`src/hdl/drc_pkg.sv`:
```
/*
 * Shared constants of the line-interface register bank: register indices,
 * control-one field layout, reset values, waveform modes and clock rates.
 * Assumes a single 50 MHz system clock; all slower rates are enables.
 */
package drc_pkg;

    // register word and index widths
    localparam int DATA_W    = 8;
    localparam int IDX_W     = 6;
    localparam int NREG      = 64;
    localparam int SAMPLE_W  = 16;
    localparam int CNT_W     = 9;

    // register indices; byte address is four times the index
    localparam logic [IDX_W-1:0] IDX_CONTROL_ONE      = 6'h01;
    localparam logic [IDX_W-1:0] IDX_CONTROL_TWO      = 6'h02;
    localparam logic [IDX_W-1:0] IDX_INTERRUPT_MASK   = 6'h03;
    localparam logic [IDX_W-1:0] IDX_INTERRUPT_STATUS = 6'h04;
    localparam logic [IDX_W-1:0] IDX_LINE_CONTROL_ONE = 6'h05;
    localparam logic [IDX_W-1:0] IDX_LINE_CONTROL_TWO = 6'h06;
    localparam logic [IDX_W-1:0] IDX_SAMPLE_RATE_CTRL = 6'h07;
    localparam logic [IDX_W-1:0] IDX_LINE_CONTROL_THR = 6'h0A;
    localparam logic [IDX_W-1:0] IDX_SYS_REVISION     = 6'h0B;
    localparam logic [IDX_W-1:0] IDX_LINE_STATUS      = 6'h0C;
    localparam logic [IDX_W-1:0] IDX_LINE_REVISION    = 6'h0D;
    localparam logic [IDX_W-1:0] IDX_GAIN_CONTROL     = 6'h0F;
    localparam logic [IDX_W-1:0] IDX_CALIBRATION      = 6'h11;
    localparam logic [IDX_W-1:0] IDX_INTL_CONTROL_THR = 6'h12;
    localparam logic [IDX_W-1:0] IDX_DROPOUT_DETECT   = 6'h13;
    localparam logic [IDX_W-1:0] IDX_PROGRESS_RX_ATT  = 6'h14;
    localparam logic [IDX_W-1:0] IDX_PROGRESS_TX_ATT  = 6'h15;
    localparam logic [IDX_W-1:0] IDX_RING_VALID_ONE   = 6'h16;
    localparam logic [IDX_W-1:0] IDX_RING_VALID_TWO   = 6'h17;
    localparam logic [IDX_W-1:0] IDX_RING_VALID_THR   = 6'h18;
    localparam logic [IDX_W-1:0] IDX_LINE_VOLTAGE     = 6'h1D;
    localparam logic [IDX_W-1:0] IDX_LINE_IDENTITY    = 6'h3C;

    // control-one field layout
    localparam int SOFT_RST_BIT   = 7;
    localparam int MODE_LSB       = 4;
    localparam int MODE_MSB       = 5;
    localparam int ENABLE_BIT     = 3;
    localparam int LOOP_BIT       = 1;
    localparam logic [DATA_W-1:0] CTRL1_STORE_MASK = 8'h3A;

    // reset values and the full write mask
    localparam logic [DATA_W-1:0] RST_ZERO        = 8'h00;
    localparam logic [DATA_W-1:0] RST_CONTROL_TWO = 8'h03;
    localparam logic [DATA_W-1:0] MASK_ALL        = 8'hFF;

    // waveform selection on the call-progress pin
    typedef enum logic [1:0] {
        MODE_DENSITY  = 2'b00,
        MODE_CENTRED  = 2'b01,
        MODE_TRAILING = 2'b10,
        MODE_RESERVED = 2'b11
    } drc_mode_t;

    // rates in kHz; the modulator enable comes from a phase accumulator
    localparam logic [16:0] CLK_KHZ  = 17'd50000;
    localparam logic [16:0] MOD_KHZ  = 17'd16384;
    localparam logic [16:0] SMP_KHZ  = 17'd32;
    localparam int          SMP_TICKS = int'(MOD_KHZ / SMP_KHZ);
    localparam logic [CNT_W-1:0] CNT_LAST = CNT_W'(SMP_TICKS - 1);
    localparam logic [CNT_W-1:0] CNT_MID  = CNT_W'(SMP_TICKS / 2);

    // bits that software may store in each register
    function automatic logic [DATA_W-1:0] drc_wr_mask(input logic [IDX_W-1:0] idx);
        case (idx)
            IDX_CONTROL_ONE:                            drc_wr_mask = CTRL1_STORE_MASK;
            IDX_CONTROL_TWO, IDX_INTERRUPT_MASK,
            IDX_INTERRUPT_STATUS, IDX_LINE_CONTROL_ONE,
            IDX_LINE_CONTROL_TWO, IDX_SAMPLE_RATE_CTRL,
            IDX_LINE_CONTROL_THR, IDX_GAIN_CONTROL,
            IDX_CALIBRATION, IDX_INTL_CONTROL_THR,
            IDX_PROGRESS_RX_ATT, IDX_PROGRESS_TX_ATT,
            IDX_RING_VALID_ONE, IDX_RING_VALID_TWO,
            IDX_RING_VALID_THR:                         drc_wr_mask = MASK_ALL;
            default:                                    drc_wr_mask = RST_ZERO;
        endcase
    endfunction

    function automatic logic [DATA_W-1:0] drc_rst_val(input logic [IDX_W-1:0] idx);
        drc_rst_val = (idx == IDX_CONTROL_TWO) ? RST_CONTROL_TWO : RST_ZERO;
    endfunction

endpackage

```
`src/hdl/drc_wave_if.sv`:
```
/*
 * Carrier between the register bank and the call-progress waveform
 * generator. Assumes both ends run on the same clock.
 */
interface drc_wave_if;
    import drc_pkg::*;

    logic                 mod_en;
    logic                 smp_en;
    logic [CNT_W-1:0]     level;
    drc_mode_t            mode;
    logic                 enable;
    logic                 wave;

    modport bank (input mod_en, input smp_en, output level, output mode,
                  output enable, input wave);
    modport gen  (output mod_en, output smp_en, input level, input mode,
                  input enable, output wave);
endinterface

```
`src/hdl/drc_top.sv`:
```
/*
 * Line-interface controller register bank with the control-one functions:
 * self-clearing soft reset, call-progress output mode and enable, and the
 * digital loopback across the isolation barrier.
 * Assumes one AHB-Lite master, word transfers only, and line-side samples
 * that arrive on hclk with a one-cycle sample strobe from this block.
 */
// Register access over AHB-Lite was decided locally.

//
// Contract
// - soft reset restores all registers, then self-clears
// - mode field picks waveform; code three reserved
// - mode zero: density stream at modulator rate
// - mode one: pulse centred on sample period
// - mode two: low at boundary, rises by amplitude
// - pin driven only while enable bit set
// - loopback returns transmit data through both filters
// - loopback works without a valid line
module drc_top
    import drc_pkg::*;
#(
    // identity values below are arbitrary
    parameter logic [DATA_W-1:0] SYS_REVISION  = 8'h01,
    parameter logic [DATA_W-1:0] LINE_REVISION = 8'h02,
    parameter logic [DATA_W-1:0] LINE_IDENTITY = 8'h03
)
(
    // clock and reset
    input  wire logic                         hclk,
    input  wire logic                         hresetn,
    // ahb-lite slave
    input  wire logic                         hsel,
    input  wire logic [31:0]                  haddr,
    input  wire logic [1:0]                   htrans,
    input  wire logic                         hwrite,
    input  wire logic [2:0]                   hsize,
    input  wire logic [31:0]                  hwdata,
    input  wire logic                         hready,
    output logic                              hreadyout,
    output logic                              hresp,
    output logic [31:0]                       hrdata,
    // line-side status
    input  wire logic [drc_pkg::DATA_W-1:0]   line_status,
    input  wire logic [drc_pkg::DATA_W-1:0]   dropout_status,
    input  wire logic [drc_pkg::DATA_W-1:0]   line_voltage,
    // sample paths
    input  wire logic [drc_pkg::SAMPLE_W-1:0] tx_from_host,
    input  wire logic [drc_pkg::SAMPLE_W-1:0] rx_from_line,
    output logic [drc_pkg::SAMPLE_W-1:0]      tx_to_line,
    output logic [drc_pkg::SAMPLE_W-1:0]      rx_to_host,
    output logic                              sample_strobe,
    // call-progress pin
    output logic                              call_progress_out_pin,
    output logic                              call_progress_out_oe
);
    import drc_pkg::*;

    drc_wave_if wv ();

    logic [DATA_W-1:0]   bank_r [NREG];
    logic                soft_rst_r;
    logic                wr_pend_r;
    logic                rd_wait_r;
    logic                hit_r;
    logic [IDX_W-1:0]    idx_r;
    logic                hreadyout_r;
    logic [31:0]         hrdata_r;
    logic [SAMPLE_W-1:0] tx_stage_r;
    logic [SAMPLE_W-1:0] rx_stage_r;
    logic                strobe_r;
    logic                pin_r;
    logic                oe_r;

    // address phase decode
    wire                 addr_go  = hsel && hready && htrans[1];
    wire                 addr_hit = (haddr[31:IDX_W+2] == '0) && (haddr[1:0] == 2'b00);
    wire  [IDX_W-1:0]    addr_idx = haddr[IDX_W+1:2];
    wire                 wr_go    = wr_pend_r && hreadyout_r && hit_r;
    wire  [DATA_W-1:0]   wr_byte  = hwdata[DATA_W-1:0];
    wire                 sr_go    = wr_go && (idx_r == IDX_CONTROL_ONE)
                                    && wr_byte[SOFT_RST_BIT];

    // control-one fields
    wire  [DATA_W-1:0]   ctrl1      = bank_r[IDX_CONTROL_ONE];
    wire  [1:0]          mode_bits  = ctrl1[MODE_MSB:MODE_LSB];
    wire                 out_enable = ctrl1[ENABLE_BIT];
    wire                 loop_en    = ctrl1[LOOP_BIT];

    // read selection
    wire  [DATA_W-1:0]   rd_ctrl1 = {soft_rst_r, ctrl1[SOFT_RST_BIT-1:0]};
    wire  [DATA_W-1:0]   rd_byte  =
        !hit_r                          ? RST_ZERO      :
        (idx_r == IDX_CONTROL_ONE)      ? rd_ctrl1      :
        (idx_r == IDX_SYS_REVISION)     ? SYS_REVISION  :
        (idx_r == IDX_LINE_STATUS)      ? line_status   :
        (idx_r == IDX_LINE_REVISION)    ? LINE_REVISION :
        (idx_r == IDX_DROPOUT_DETECT)   ? dropout_status :
        (idx_r == IDX_LINE_VOLTAGE)     ? line_voltage  :
        (idx_r == IDX_LINE_IDENTITY)    ? LINE_IDENTITY :
                                          bank_r[idx_r];

    // level for the waveform: transmit plus receive, offset binary
    wire  [SAMPLE_W:0]   mix_sum  = {tx_stage_r[SAMPLE_W-1], tx_stage_r}
                                    + {rx_stage_r[SAMPLE_W-1], rx_stage_r};
    wire  [CNT_W-1:0]    mix_lvl  = {~mix_sum[SAMPLE_W], mix_sum[SAMPLE_W-1 -: CNT_W-1]};

    assign wv.level  = mix_lvl;
    assign wv.mode   = drc_mode_t'(mode_bits);
    assign wv.enable = out_enable;

    drc_wave_gen u_wave (
        .hclk    (hclk),
        .hresetn (hresetn),
        .wv      (wv)
    );

    // ahb data-phase tracking; reads take one wait state
    always_ff @(posedge hclk or negedge hresetn)
    begin
        if (!hresetn)
        begin
            wr_pend_r <= 1'b0;
            rd_wait_r <= 1'b0;
            hit_r     <= 1'b0;
            idx_r     <= '0;
        end
        else if (addr_go)
        begin
            wr_pend_r <= hwrite;
            rd_wait_r <= !hwrite;
            hit_r     <= addr_hit;
            idx_r     <= addr_idx;
        end
        else
        begin
            if (hreadyout_r)
                wr_pend_r <= 1'b0;
            rd_wait_r <= 1'b0;
        end
    end

    always_ff @(posedge hclk or negedge hresetn)
    begin
        if (!hresetn)
            hreadyout_r <= 1'b1;
        else
            hreadyout_r <= !(addr_go && !hwrite);
    end

    // read data is taken in the wait state so a preceding write has landed
    always_ff @(posedge hclk or negedge hresetn)
    begin
        if (!hresetn)
            hrdata_r <= '0;
        else if (rd_wait_r)
            hrdata_r <= {24'h000000, rd_byte};
    end

    // soft reset stands for one cycle and clears itself
    always_ff @(posedge hclk or negedge hresetn)
    begin
        if (!hresetn)
            soft_rst_r <= 1'b0;
        else
            soft_rst_r <= sr_go;
    end

    // one storage entry per index; unwritable bits never hold a one
    genvar gi;
    generate
        for (gi = 0; gi < NREG; gi++)
        begin : g_bank
            localparam logic [IDX_W-1:0] GIDX = IDX_W'(gi);
            always_ff @(posedge hclk or negedge hresetn)
            begin
                if (!hresetn)
                    bank_r[gi] <= drc_rst_val(GIDX);
                else if (soft_rst_r)
                    bank_r[gi] <= drc_rst_val(GIDX);
                else if (wr_go && idx_r == GIDX)
                    bank_r[gi] <= wr_byte & drc_wr_mask(GIDX);
            end
        end
    endgenerate

    // filter stages; loopback takes the transmit stage back into receive,
    // independent of any line-side status
    always_ff @(posedge hclk or negedge hresetn)
    begin
        if (!hresetn)
        begin
            tx_stage_r <= '0;
            rx_stage_r <= '0;
        end
        else if (wv.smp_en)
        begin
            tx_stage_r <= tx_from_host;
            rx_stage_r <= loop_en ? tx_stage_r : rx_from_line;
        end
    end

    always_ff @(posedge hclk or negedge hresetn)
    begin
        if (!hresetn)
        begin
            strobe_r <= 1'b0;
            pin_r    <= 1'b0;
            oe_r     <= 1'b0;
        end
        else
        begin
            strobe_r <= wv.smp_en;
            pin_r    <= wv.wave;
            oe_r     <= out_enable;
        end
    end

    assign hreadyout             = hreadyout_r;
    assign hresp                 = 1'b0;
    assign hrdata                = hrdata_r;
    assign tx_to_line            = tx_stage_r;
    assign rx_to_host            = rx_stage_r;
    assign sample_strobe         = strobe_r;
    assign call_progress_out_pin = pin_r;
    assign call_progress_out_oe  = oe_r;
endmodule // drc_top

```
`src/hdl/drc_wave_gen.sv`:
```
/*
 * Call-progress waveform generator: modulator and sample-clock enables
 * from the system clock, and the three pulse shapes.
 * Assumes hclk at 50 MHz and an offset-binary level from the bank.
 */
module drc_wave_gen
    import drc_pkg::*;
(
    // clock and reset
    input  wire logic hclk,
    input  wire logic hresetn,
    // bank side
    drc_wave_if.gen   wv
);

    logic [16:0]      ph_r;
    logic             mod_en_r;
    logic [CNT_W-1:0] cnt_r;
    logic [CNT_W-1:0] level_r;
    logic [CNT_W-1:0] sd_acc_r;
    logic             sd_bit_r;

    // fractional divider: 16.384 MHz does not divide 50 MHz evenly
    wire  [16:0]      ph_sum   = ph_r + MOD_KHZ;
    wire              ph_wrap  = ph_sum >= CLK_KHZ;
    wire  [16:0]      ph_nxt   = ph_wrap ? ph_sum - CLK_KHZ : ph_sum;
    wire              smp_en   = mod_en_r && (cnt_r == CNT_LAST);
    wire  [CNT_W:0]   sd_sum   = {1'b0, sd_acc_r} + {1'b0, level_r};
    wire  [CNT_W-1:0] half     = {1'b0, level_r[CNT_W-1:1]};
    wire  [CNT_W-1:0] ctr_lo   = CNT_MID - half;
    wire  [CNT_W:0]   ctr_hi   = {1'b0, CNT_MID} + {1'b0, half};
    wire              w_ctr    = (cnt_r >= ctr_lo) && ({1'b0, cnt_r} < ctr_hi);
    wire              w_trail  = cnt_r > level_r;
    wire              w_sel    = (wv.mode == MODE_DENSITY)  ? sd_bit_r :
                                 (wv.mode == MODE_CENTRED)  ? w_ctr    :
                                 (wv.mode == MODE_TRAILING) ? w_trail  : 1'b0;

    assign wv.mod_en = mod_en_r;
    assign wv.smp_en = smp_en;
    assign wv.wave   = wv.enable && w_sel;

    always_ff @(posedge hclk or negedge hresetn)
    begin
        if (!hresetn)
        begin
            ph_r     <= '0;
            mod_en_r <= 1'b0;
        end
        else
        begin
            ph_r     <= ph_nxt;
            mod_en_r <= ph_wrap;
        end
    end

    // period counter of the 32 kHz sample clock
    always_ff @(posedge hclk or negedge hresetn)
    begin
        if (!hresetn)
            cnt_r <= '0;
        else if (mod_en_r)
            cnt_r <= cnt_r + 1'b1;
    end

    always_ff @(posedge hclk or negedge hresetn)
    begin
        if (!hresetn)
            level_r <= '0;
        else if (smp_en)
            level_r <= wv.level;
    end

    // first-order density modulator, one decision per modulator tick
    always_ff @(posedge hclk or negedge hresetn)
    begin
        if (!hresetn)
        begin
            sd_acc_r <= '0;
            sd_bit_r <= 1'b0;
        end
        else if (mod_en_r)
        begin
            sd_acc_r <= sd_sum[CNT_W-1:0];
            sd_bit_r <= sd_sum[CNT_W];
        end
    end
endmodule // drc_wave_gen

```
`config.mk`:
```
export PLATFORM = sky130hd
export DESIGN_NAME = drc_top
export DESIGN_NICKNAME = d
export VERILOG_FILES = /design/src/hdl/drc_pkg.sv /design/src/hdl/drc_wave_if.sv /design/src/hdl/drc_top.sv /design/src/hdl/drc_wave_gen.sv
export SDC_FILE = /design/constraint.sdc
export NUM_CORES = 1
export LEC_CHECK = 0
export ABC_AREA = 1
export BUFFER_PORTS_ARGS = -buffer_cell sky130_fd_sc_hd__clkbuf_2
export CAP_MARGIN = 40
export CELL_PAD_IN_SITES_DETAIL_PLACEMENT = 2
export CELL_PAD_IN_SITES_GLOBAL_PLACEMENT = 2
export CORE_MARGIN = 2
export CORE_UTILIZATION = 30
export DETAILED_ROUTE_END_ITERATION = 12
export PLACE_DENSITY = 0.86
export SLEW_MARGIN = 20
export SYNTH_ARGS = -nofsm -noshare
export SYNTH_HDL_FRONTEND = slang
export SYNTH_SLANG_ARGS = --single-unit
export TNS_END_PERCENT = 30
```
`constraint.sdc`:
```
create_clock -name hclk -period 2.3 [get_ports hclk]
set_clock_uncertainty 0.2 [all_clocks]
set_input_delay 0.23 -clock hclk [delete_from_list [all_inputs] [get_ports hclk]]
set_output_delay 0.23 -clock hclk [all_outputs]
set_load 0.005 [all_outputs]
```
==> results of run 1 <==
==> state kept, by name, indices dropped and copies added (netlist names), 4 cells and up <==
signal	count
u_wave.cnt_r	9
hrdata	8
u_wave.ph_r	13
rx_to_host	16
bank_r	120
tx_to_line	16
idx_r	6
u_wave.level_r	9
u_wave.sd_acc_r	9
ctrl1	4
==> logic make-up after synthesis <==
kind of cell | after synthesis | share of synthesized area [%]
XOR/XNOR | 26 | 1.90
buffers and inverters | 166 | 6.54
adder cells (fa/ha/maj) | 57 | 6.01
flip-flops | 220 | 45.9
AND/OR/NAND/NOR | 767 | 26.7
other | 1 | 0.0313
AO/OA/AOI/OAI | 285 | 12.9
==> layer usage <==
layer,global-route usage (%),vias up
li1,-,5527
met1,36.3,7191
met2,55.7,1039
met3,4.96,484
met4,18.4,2
met5,0,-
==> power groups by stage <==
stage / Sequential, mW / Clock, mW / Combinational [mW]
finish: 4.22 / 5.01 / 1.92
global route: 4.23 / 5.11 / 1.99
CTS: 4.19 / 4.87 / 1.56
detailed placement: 4.24 / 0 / 1.35
global placement: 4.22 / 0 / 1.29
floorplan: 4.19 / 0 / 0.754
==> worst max path at each step <==
stage                                  from  slack (ps)                     to  depth (start not counted)
after global placement    u_wave.level_r[1]         -50  call_progress_out_pin                         13
after detailed placement  u_wave.level_r[1]        -260  call_progress_out_pin                         13
after CTS                 u_wave.level_r[1]        -150  call_progress_out_pin                         13
after floorplan           u_wave.level_r[1]          60  call_progress_out_pin                         13
after global routing      u_wave.level_r[1]        -450  call_progress_out_pin                         12
final                     u_wave.level_r[1]        -380  call_progress_out_pin                         12
==> cell usage in the layout (no fill, tap or decap), drive strengths merged, types with 2 or more instances in the layout <==
| master | synthesis | routed |
|---|---|---|
| nand2 | 559 | 559 |
| dfrtp | 217 | 217 |
| clkbuf | 25 | 177 |
| o21ai | 167 | 167 |
| buf | 52 | 106 |
| nor2 | 98 | 98 |
| a21oi | 90 | 90 |
| inv | 89 | 86 |
| dlygate4sd3 | 0 | 69 |
| ha | 56 | 56 |
| nand3 | 51 | 51 |
| conb | 1 | 25 |
| xor2 | 22 | 22 |
| nand4 | 19 | 19 |
| nor3 | 14 | 14 |
| nor4 | 10 | 10 |
| or2 | 9 | 9 |
| clkinv | 0 | 8 |
| a31oi | 8 | 8 |
| bufinv | 0 | 6 |
| clkinvlp | 0 | 5 |
| a22oi | 5 | 5 |
| xnor2 | 4 | 4 |
| diode | 0 | 3 |
| o211ai | 3 | 3 |
| nand3b | 3 | 3 |
| dfstp | 3 | 3 |
| nor3b | 3 | 3 |
| o2bb2ai | 2 | 2 |
| o31ai | 2 | 2 |
==> area by class of cell <==
| cell class | count | area (um^2) | share of cell area (%) |
|---|---|---|---|
| multi-input combinational | 1160 | 6500 | 39.6 |
| sequential | 220 | 5520 | 33.6 |
| timing repair buffer | 321 | 2400 | 14.6 |
| clock buffer | 31 | 709 | 4.32 |
| tap | 525 | 657 | 4.00 |
| inverter | 89 | 372 | 2.26 |
| clock inverter | 16 | 253 | 1.54 |
| antenna | 3 | 7.51 | 0.0457 |
==> repair_timing <==
| action | in CTS | in global routing |
|---|---|---|
| pin swaps | 12 | 22 |
| cloned | 0 | 2 |
| endpoints found under the setup margin | 64 | 97 |
| resized for setup | 45 | 147 |
| hold buffers | 69 | 0 |
| endpoints found under the hold margin | 274 | 0 |
| setup buffers | 3 | 18 |
==> per-stage QoR <==
stage	cell area (um^2)	instances	utilization, %
after floorplan	12100	1546	-
after global placement	13700	2220	34.6
after detailed placement	13700	2220	34.6
after CTS	15500	2339	39.2
after global routing	16400	2365	41.4
final	16400	2365	41.4
==> run_results.csv, run 1 <==
group,metric,value,unit
sta,setup_viol,79,
worst_setup_path,slowest_delay,440,ps
worst_setup_path,worstReg2RegStart,"u_wave.level_r[1]",
clocking,cts_tree,"yes",
power,clock_power_share,44.9,%
synthesis,netlist_area,12000,um^2
sta,fin_crit,2680,ps
worst_setup_path,cp_num_buf_inv,3,
worst_setup_path,crit_type,"reg -> reg",
sta,maxSlewHeadroom,30.3,%
power,p_total,11.2,mW
route,avgRoutedWirePerCell,32.5,um
synthesis,async_reset_ff_share,100,%
synthesis,yosysMostFrequentCell,"nand2_1",
outcome,failed_checks,"hold timing, setup timing",
route,finalWirelength,76.9,mm
power,p_per_area,679,nW/um^2
final_layout,fillerInstances,4344,
worst_setup_path,crit_chain,"inv_2 -> ha_4 -> nand3_4 -> nor2_4 -> buf_4 -> nand4_1 -> ha_4 -> inv_1 -> o31a_1 -> nand4_1 -> a21oi_1 -> nor2_1",
synthesis,ys_top_cells_by_count,"nand2_1, dfrtp_1, o21ai_0",
placed_design,portBuffers,145,
sta,fin_crit_sh,117,%
worst_setup_path,end_kind,"flop",
power,switching_share,32.7,%
clocking,cts.reportedPaths.clkPinSlew,80,ps
route,drt-met1-wl,27.5,mm
sta,max_freq,373,MHz
route,vias,14243,
sta,finalHoldViolations,1,
synthesis,syn_area_per_cell,7.88,um^2
route,drt.antenna.violating_nets,0,
synthesis,synth_top_area_share,45.3,%
synthesis,ys_top_cells_by_area,"dfrtp_1, nand2_1, o21ai_0",
final_layout,final_net_count,2005,
route,dr_wl_met2,36.9,mm
route,dr.pass1.iters,5,
route,drc_errors,0,
die,io-pin-count,199,
sta,worstMarginPinSlew,1050,ps
clocking,cts.path.max_buffers,3,
global_route,grt_pass1_wl,99.9,mm
sta,fin_hold_ws,-4.30,ps
sta,rsz0062_at_grt,"yes",
synthesis,yosysSeqAreaShare,45.9,%
synthesis,ys.flop_type,"dfrtp_1",
die,die_w,204,um
synthesis,synth-edff-count,0,
synthesis,yosys.area.top_type,"dfrtp_1",
die,fp.dieH,204,um
synthesis,synth_seq_cells,220,
route,top_layer,"met5",
global_route,grt_pass1_vias,15424,
die,dieArea,41600,um^2
clocking,cts_root_buf,"clkbuf_16",
worst_setup_path,critPathMaxFanout,3,
die,rows,73,
final_layout,layout-drive-gt1-share,25.6,%
power,leakage,7.86,nW
global_route,antenna_found_initial,4,
sta,fin_tns_setup,-5680,ps
min_path,hold_class,"in -> async",
global_route,grt_usage,31.6,%
global_route,grt_max_degree,65,
power,combPwrFrac,17.2,%
placed_design,dp_hpwl,32.4,mm
die,core-area,39600,um^2
worst_setup_path,worst_r2r_endpoint,"call_progress_out_pin",
final_layout,area_growth,36.9,%
clocking,clock-sinks,220,
run,cap_violations,0,
power,internal_power,7.51,mW
outcome,status,"finished, violations left",
synthesis,syn_inst,1522,
worst_setup_path,rrSetupSlack,-380,ps
synthesis,yosys_warnings,0,
sta,fin_ws,-384,ps
worst_setup_path,start_kind,"flop",
power,irDropWorstVdd,0.447,mV
route,drt_iter0_drc,1495,
clocking,htree_levels,1,
placed_design,pre_cts_ws,-257,ps
power,switching_power,3.65,mW
power,seqPwrFrac,37.9,%
worst_setup_path,critical-path-top-delay-family,"simple AND/OR/NAND/NOR gates",
placed_design,globalplace.congestion,0.848,
worst_setup_path,cp_slowest_cell,"dfrtp_1",
global_route,grt_overflow,0,
die,initial_utilization,30.3,%
worst_setup_path,worst_ep_required_time,2600,ps
clocking,clk_latency,600,ps
route,routed_via_density,6.02,
route,wl_met3,5.77,mm
worst_setup_path,reg2regPathDepth,12,
synthesis,synth_cell_types,48,
worst_setup_path,cp.arrival,2980,ps
sta,drv_slew,0,
clocking,cts_buffers,26,
(Power assumes the default switching activity.)
==> inputs of run 2 (changes only) <==
- CORE_ASPECT_RATIO: unset -> 1.1
- SYNTH_HIERARCHICAL: unset -> 1
==> run 2 against run 1 <==
The run still ends with hold timing, setup timing left. Design area is 2.3% lower. Power is 7.1% lower. Non-clock buffer count grew 4. First-iteration DRC count fell by 52%. Critical path depth increased by 1. Sequential power about the same. Count of clock-buffer cells in the layout grew 8. Synthesized cell count grew 0.20%. Cell count about the same. Routed wire length is 16% lower. Worst setup slack better by 140 ps. Synthesized area up 0.59%. Critical endpoint unchanged.
==> run_results.csv, run 2 <==
group,metric,value,unit
clocking,cts_tree,"yes",
synthesis,synth_mux_area_share,0,%
die,io-pin-count,199,
power,switching_share,32.4,%
synthesis,ys_top_cells_by_area,"dfrtp_1, nand2_1, ha_1",
final_layout,largest_reg_flops,120,
sta,worstMarginPinSlew,746,ps
global_route,grt_pass1_vias,14646,
synthesis,ys.flop_type,"dfrtp_1",
synthesis,netlist_area,12100,um^2
clocking,cts_buffers,27,
route,routed_via_density,5.47,
route,drc_errors,0,
power,p_per_area,646,nW/um^2
die,die_w,195,um
worst_setup_path,end_kind,"flop",
route,drt.antenna.violating_nets,0,
min_path,hold_path_depth,7,
sta,fin_hold_ws,-9.76,ps
synthesis,syn_area_per_cell,7.91,um^2
route,vias,12932,
global_route,antenna_found_initial,2,
final_layout,layout-drive-gt1-share,24.2,%
clocking,cts.path.max_buffers,3,
sta,rsz0062_at_grt,"yes",
min_path,hold_class,"in -> reg",
final_layout,utilization,40.2,%
placed_design,portBuffers,145,
sta,fin_crit,2550,ps
power,switching_power,3.36,mW
synthesis,synthAdderAreaFrac,5.97,%
route,dr.pass1.iters,6,
final_layout,top_register,"bank_r",
power,irDropWorstVdd,0.568,mV
final_layout,multiInputGateArea,6070,um^2
synthesis,synth_cell_types,49,
power,leakage,8.03,nW
sta,drv_slew,0,
die,dieArea,41900,um^2
worst_setup_path,start_kind,"flop",
worst_setup_path,crit_type,"reg -> reg",
synthesis,synth-edff-count,0,
clocking,cts_root_buf,"clkbuf_16",
global_route,grt_usage,27.2,%
sta,fin_tns_setup,-902,ps
sta,fin_ws,-245,ps
outcome,status,"finished, violations left",
synthesis,yosys_warnings,6,
die,fp.dieH,214,um
worst_setup_path,reg2regPathDepth,13,
synthesis,yosys.area.top_type,"dfrtp_1",
clocking,clk_latency,570,ps
outcome,failed_checks,"hold timing, setup timing",
synthesis,syn_inst,1525,
synthesis,synth_seq_cells,220,
clocking,htree_levels,1,
die,core-area,40000,um^2
synthesis,synth_top_area_share,45.0,%
power,clock_power_share,42.7,%
worst_setup_path,cp.arrival,2800,ps
synthesis,synth-compound-area-share,14.2,%
synthesis,yosysSeqAreaShare,45.6,%
power,internal_power,7.01,mW
final_layout,layout.area.seq,5520,um^2
synthesis,ys_top_cells_by_count,"nand2_1, dfrtp_1, inv_1",
sta,finalHoldViolations,1,
sta,setup_viol,10,
synthesis,yosysMostFrequentCell,"nand2_1",
final_layout,area_growth,33.0,%
route,avgRoutedWirePerCell,27.4,um
placed_design,dp_hpwl,32.3,mm
global_route,grt_max_degree,66,
route,finalWirelength,64.7,mm
final_layout,fillerInstances,4378,
synthesis,synthXorXnorAreaFrac,2.25,%
worst_setup_path,rrSetupSlack,-250,ps
power,seqPwrFrac,40.5,%
placed_design,globalplace.congestion,0.835,
sta,maxSlewHeadroom,50.3,%
synthesis,synth_top_family_by_area,"simple AND/OR/NAND/NOR gates",
global_route,grt_overflow,0,
die,initial_utilization,30.2,%
synthesis,synth-simple-area-share,23.8,%
sta,fin_crit_sh,111,%
die,rows,77,
route,drt_iter0_drc,716,
clocking,clock-sinks,220,
final_layout,final_net_count,2016,
final_layout,final_common_cell,"nand2_1",
power,p_total,10.4,mW
run,cap_violations,0,
worst_setup_path,critPathMaxFanout,2,
synthesis,async_reset_ff_share,100,%
global_route,grt_pass1_wl,88.5,mm
sta,max_freq,393,MHz
worst_setup_path,worst_ep_required_time,2550,ps
clocking,cts.reportedPaths.clkPinSlew,70,ps
power,combPwrFrac,16.7,%
final_layout,final_cell_mix,"nand2_1, dfrtp_1, clkbuf_2",
==> run 2: changes by cell type after synthesis, sizes merged, moves of 5 or more <==
cell    before  now
or2          9    1
inv         89  148
nand4       19   14
a21oi       90   50
a22oi        5   14
nor2        98   69
o211ai       3   16
nand2      559  536
nand3       51   44
o21ai      167  205
==> run 2: layout make-up <==
cell class,count,area share [%]
diodes,2,0.0312
clock buffers,39,4.93
well taps,513,4.00
multi-input cells,1106,37.8
clock inverters,9,0.359
inverters,149,3.55
repair buffers,325,15.0
flip-flops and latches,220,34.4
==> run 2: critical path: stages, from the launching register on <==
cell	delay, ps
dfrtp_1	420
inv_2	90
ha_2	210
nand3_2	120
xor2_1	170
ha_1	330
nand2_2	100
nor2_2	140
nand2_1	80
nand3_1	90
nand2_1	70
a21oi_2	140
nand2_2	70
a21oi_2	200
==> run 2: timing repair <==
item,in CTS,in global routing
buffers inserted,3,23
cloned,0,2
pin swaps,3,29
endpoints found under the setup margin,7,58
endpoints found under the hold margin,271,0
hold buffers,73,0
gates resized for setup,17,96
==> run 2: routing by layer <==
metal | routed length, um | global-route usage [%] | vias to the layer above
met5 | 0 | 0 | -
met4 | 4730 | 15.5 | 0
met3 | 2910 | 3.49 | 264
met2 | 34200 | 51.1 | 558
met1 | 22900 | 29.3 | 6623
li1 | - | - | 5487
==> run 2: path summary, 6_finish.rpt <==
check	from	to
setup / recovery	u_wave/level_r[1]	call_progress_out_pin
hold / removal	line_voltage[5]	hrdata[5]
setup reg to reg	u_wave/level_r[1]	call_progress_out_pin
hold reg to reg	bank_r[389]	bank_r[389]
max in group asynchronous	hresetn	bank_r[495]
min in group asynchronous	hresetn	rx_to_host[8]
==> run 2: kinds of logic after synthesis <==
group | after synthesis
flip-flops | 220
AO/OA/AOI/OAI | 304
other | 1
XOR/XNOR | 31
buffers and inverters | 223
AND/OR/NAND/NOR | 689
adder cells (fa/ha/maj) | 57
==> run 2: metrics by stage <==
stage | cell area, um^2 | setup WS [ps] | hold WS [ps] | std cells
after CTS | 15500 | -144 | 2.85 | 2335
final | 16100 | -245 | -9.76 | 2363
after floorplan | 12200 | 15.2 | -266 | 1549
after global routing | 16100 | -334 | 61.3 | 2363
after global placement | 13800 | 33.0 | 25.2 | 2210
after detailed placement | 13800 | -92.7 | 35.1 | 2211
==> run 2: power groups by stage <==
stage                     Clock [mW]  Sequential [mW]  Combinational (mW)
after global routing            4.56             4.21                1.82
after global placement             0             4.21                1.24
after detailed placement           0             4.23                1.31
final                           4.43             4.20                1.74
after floorplan                    0             4.19               0.687
after CTS                       4.28             4.17                1.46
==> inputs of run 3 (changes only) <==
- BUFFER_PORTS_ARGS: -buffer_cell sky130_fd_sc_hd__clkbuf_2 -> unset
- CORE_UTILIZATION: 30 -> 34
- DONT_BUFFER_PORTS: unset -> 1
==> run 3 against run 2 <==
The run still ends with hold timing, setup timing left. Worst setup slack worse by 130 ps. Count of clock-buffer cells in the layout is 5 lower. Critical path depth is 1 lower. Register-to-register slack worse by 130 ps. Power is 0.62% higher. First-iteration DRC count is 8.2% higher. Die area is 12% lower. Core utilization is 3.7 points higher. Critical endpoint unchanged. Sequential power hardly changed. Routed wire length is 0.35% lower. Non-clock buffer count is 156 lower.
==> run_results.csv, run 3 (synthesis results as in run 2) <==
group,metric,value,unit
worst_setup_path,worst_ep_required_time,2580,ps
clocking,clk_latency,590,ps
die,io-pin-count,199,
global_route,antenna_found_initial,2,
worst_setup_path,cp.arrival,2950,ps
route,finalWirelength,64.5,mm
die,rows,72,
clocking,clock-sinks,220,
die,die_w,184,um
min_path,hold_class,"in -> async",
worst_setup_path,critPathMaxFanout,3,
final_layout,final_cells,2131,
final_layout,area_growth,27.3,%
final_layout,largest_reg_flops,120,
sta,fin_crit,2670,ps
global_route,grt_max_degree,221,
clocking,cts_buffers,26,
placed_design,globalplace.congestion,0.842,
route,drt.antenna.violating_nets,0,
clocking,cts_root_buf,"clkbuf_16",
clocking,cts.reportedPaths.clkPinSlew,70,ps
clocking,htree_levels,1,
power,leakage,7.43,nW
sta,fin_ws,-373,ps
global_route,grt_pass1_vias,14423,
route,vias,12637,
run,cap_violations,0,
worst_setup_path,start_kind,"flop",
die,fp.dieH,202,um
sta,setup_viol,42,
sta,finalHoldViolations,220,
final_layout,final_cell_mix,"nand2_1, dfrtp_1, inv_1",
route,dr.pass1.iters,5,
sta,maxSlewHeadroom,8.61,%
global_route,grt_usage,30.5,%
clocking,cts_tree,"yes",
power,p_total,10.4,mW
outcome,failed_checks,"hold timing, setup timing",
sta,rsz0062_at_grt,"yes",
final_layout,layout-drive-gt1-share,18.2,%
final_layout,final_net_count,1859,
die,initial_utilization,34.4,%
worst_setup_path,rrSetupSlack,-370,ps
worst_setup_path,crit_type,"reg -> reg",
global_route,grt_overflow,0,
die,core-area,35000,um^2
clocking,hold_buffers,76,
worst_setup_path,end_kind,"flop",
placed_design,dp_hpwl,29.7,mm
sta,worstMarginPinSlew,1360,ps
route,drt_iter0_drc,775,
placed_design,dp_cells,1984,
power,p_per_area,679,nW/um^2
die,dieArea,37000,um^2
sta,fin_hold_ws,-835,ps
route,routed_via_density,5.93,
clocking,cts.path.max_buffers,3,
placed_design,portBuffers,0,
sta,drv_slew,0,
global_route,grt_pass1_wl,86.6,mm
route,drc_errors,0,
final_layout,top_register,"bank_r",
sta,fin_crit_sh,116,%
final_layout,final_common_cell,"nand2_1",
outcome,status,"finished, violations left",
route,avgRoutedWirePerCell,30.3,um
sta,max_freq,374,MHz
power,irDropWorstVdd,0.448,mV
-- run 3: path summary, 6_finish.rpt --
path | from | to | cells after the start
hold / removal | hresetn | tx_to_line[9] | 0
min in group hclk | hwdata[0] | bank_r[464] | 2
setup reg to reg | u_wave/level_r[1] | call_progress_out_pin | 12
setup / recovery | u_wave/level_r[1] | call_progress_out_pin | 12
max in group asynchronous | hresetn | hreadyout | 0
hold reg to reg | bank_r[425] | bank_r[425] | 2
-- run 3: routing by layer --
metal / global-route usage (%) / up-vias / wire length [um]
met5: 0 / - / 13
met4: 22.1 / 2 / 6110
met3: 4.58 / 376 / 3810
met2: 56.3 / 680 / 32800
met1: 30.9 / 6394 / 21700
li1: - / 5185 / -
-- run 3: final cells by class --
cell class	instances	area [um^2]
clock buffers	34	711
well taps	444	556
fillers	3761	19700
flip-flops and latches	220	5520
multi-input cells	1106	6220
repair buffers	169	1640
inverters	149	572
clock inverters	7	146
diodes	2	5.00
-- run 3: stage by stage --
step	setup slack [ps]	util (%)	hold slack (ps)	instance area (um^2)	TNS, ps
6_report	-373	43.8	-835	15400	-2740
5_1_grt	-435	43.8	-839	15400	-6310
4_1_cts	-29.6	41.9	-852	14700	-29.6
3_5_place_dp	-166	36.8	-260	12900	-166
3_3_place_gp	35.9	36.8	-261	12900	0
2_1_floorplan	15.2	-	-266	12200	0
-- run 3: worst max-delay path, stage by stage (launching register included) --
cell and delay (ps):
dfrtp_1 430, buf_6 150, nor3_4 230, nand3_2 150
nor3_2 240, xor2_1 130, ha_1 330, nand2_2 70
nor2_1 150, nand2_1 100, a21oi_2 150, nand2_1 120
a21oi_2 150
-- run 3: what timing repair did --
item,in CTS,in global routing
setup buffers,7,17
endpoints found under the setup margin,26,81
gates resized for setup,22,132
hold endpoints to repair,304,220
cloned,1,2
pin swaps,8,38
-- run 3: power by group --
group | internal, mW | total (mW) | leakage [nW] | switching, mW
clock network | 2.60 | 4.59 | 0.419 | 1.99
logic | 0.542 | 1.63 | 4.49 | 1.09
registers | 4.04 | 4.22 | 2.51 | 0.179
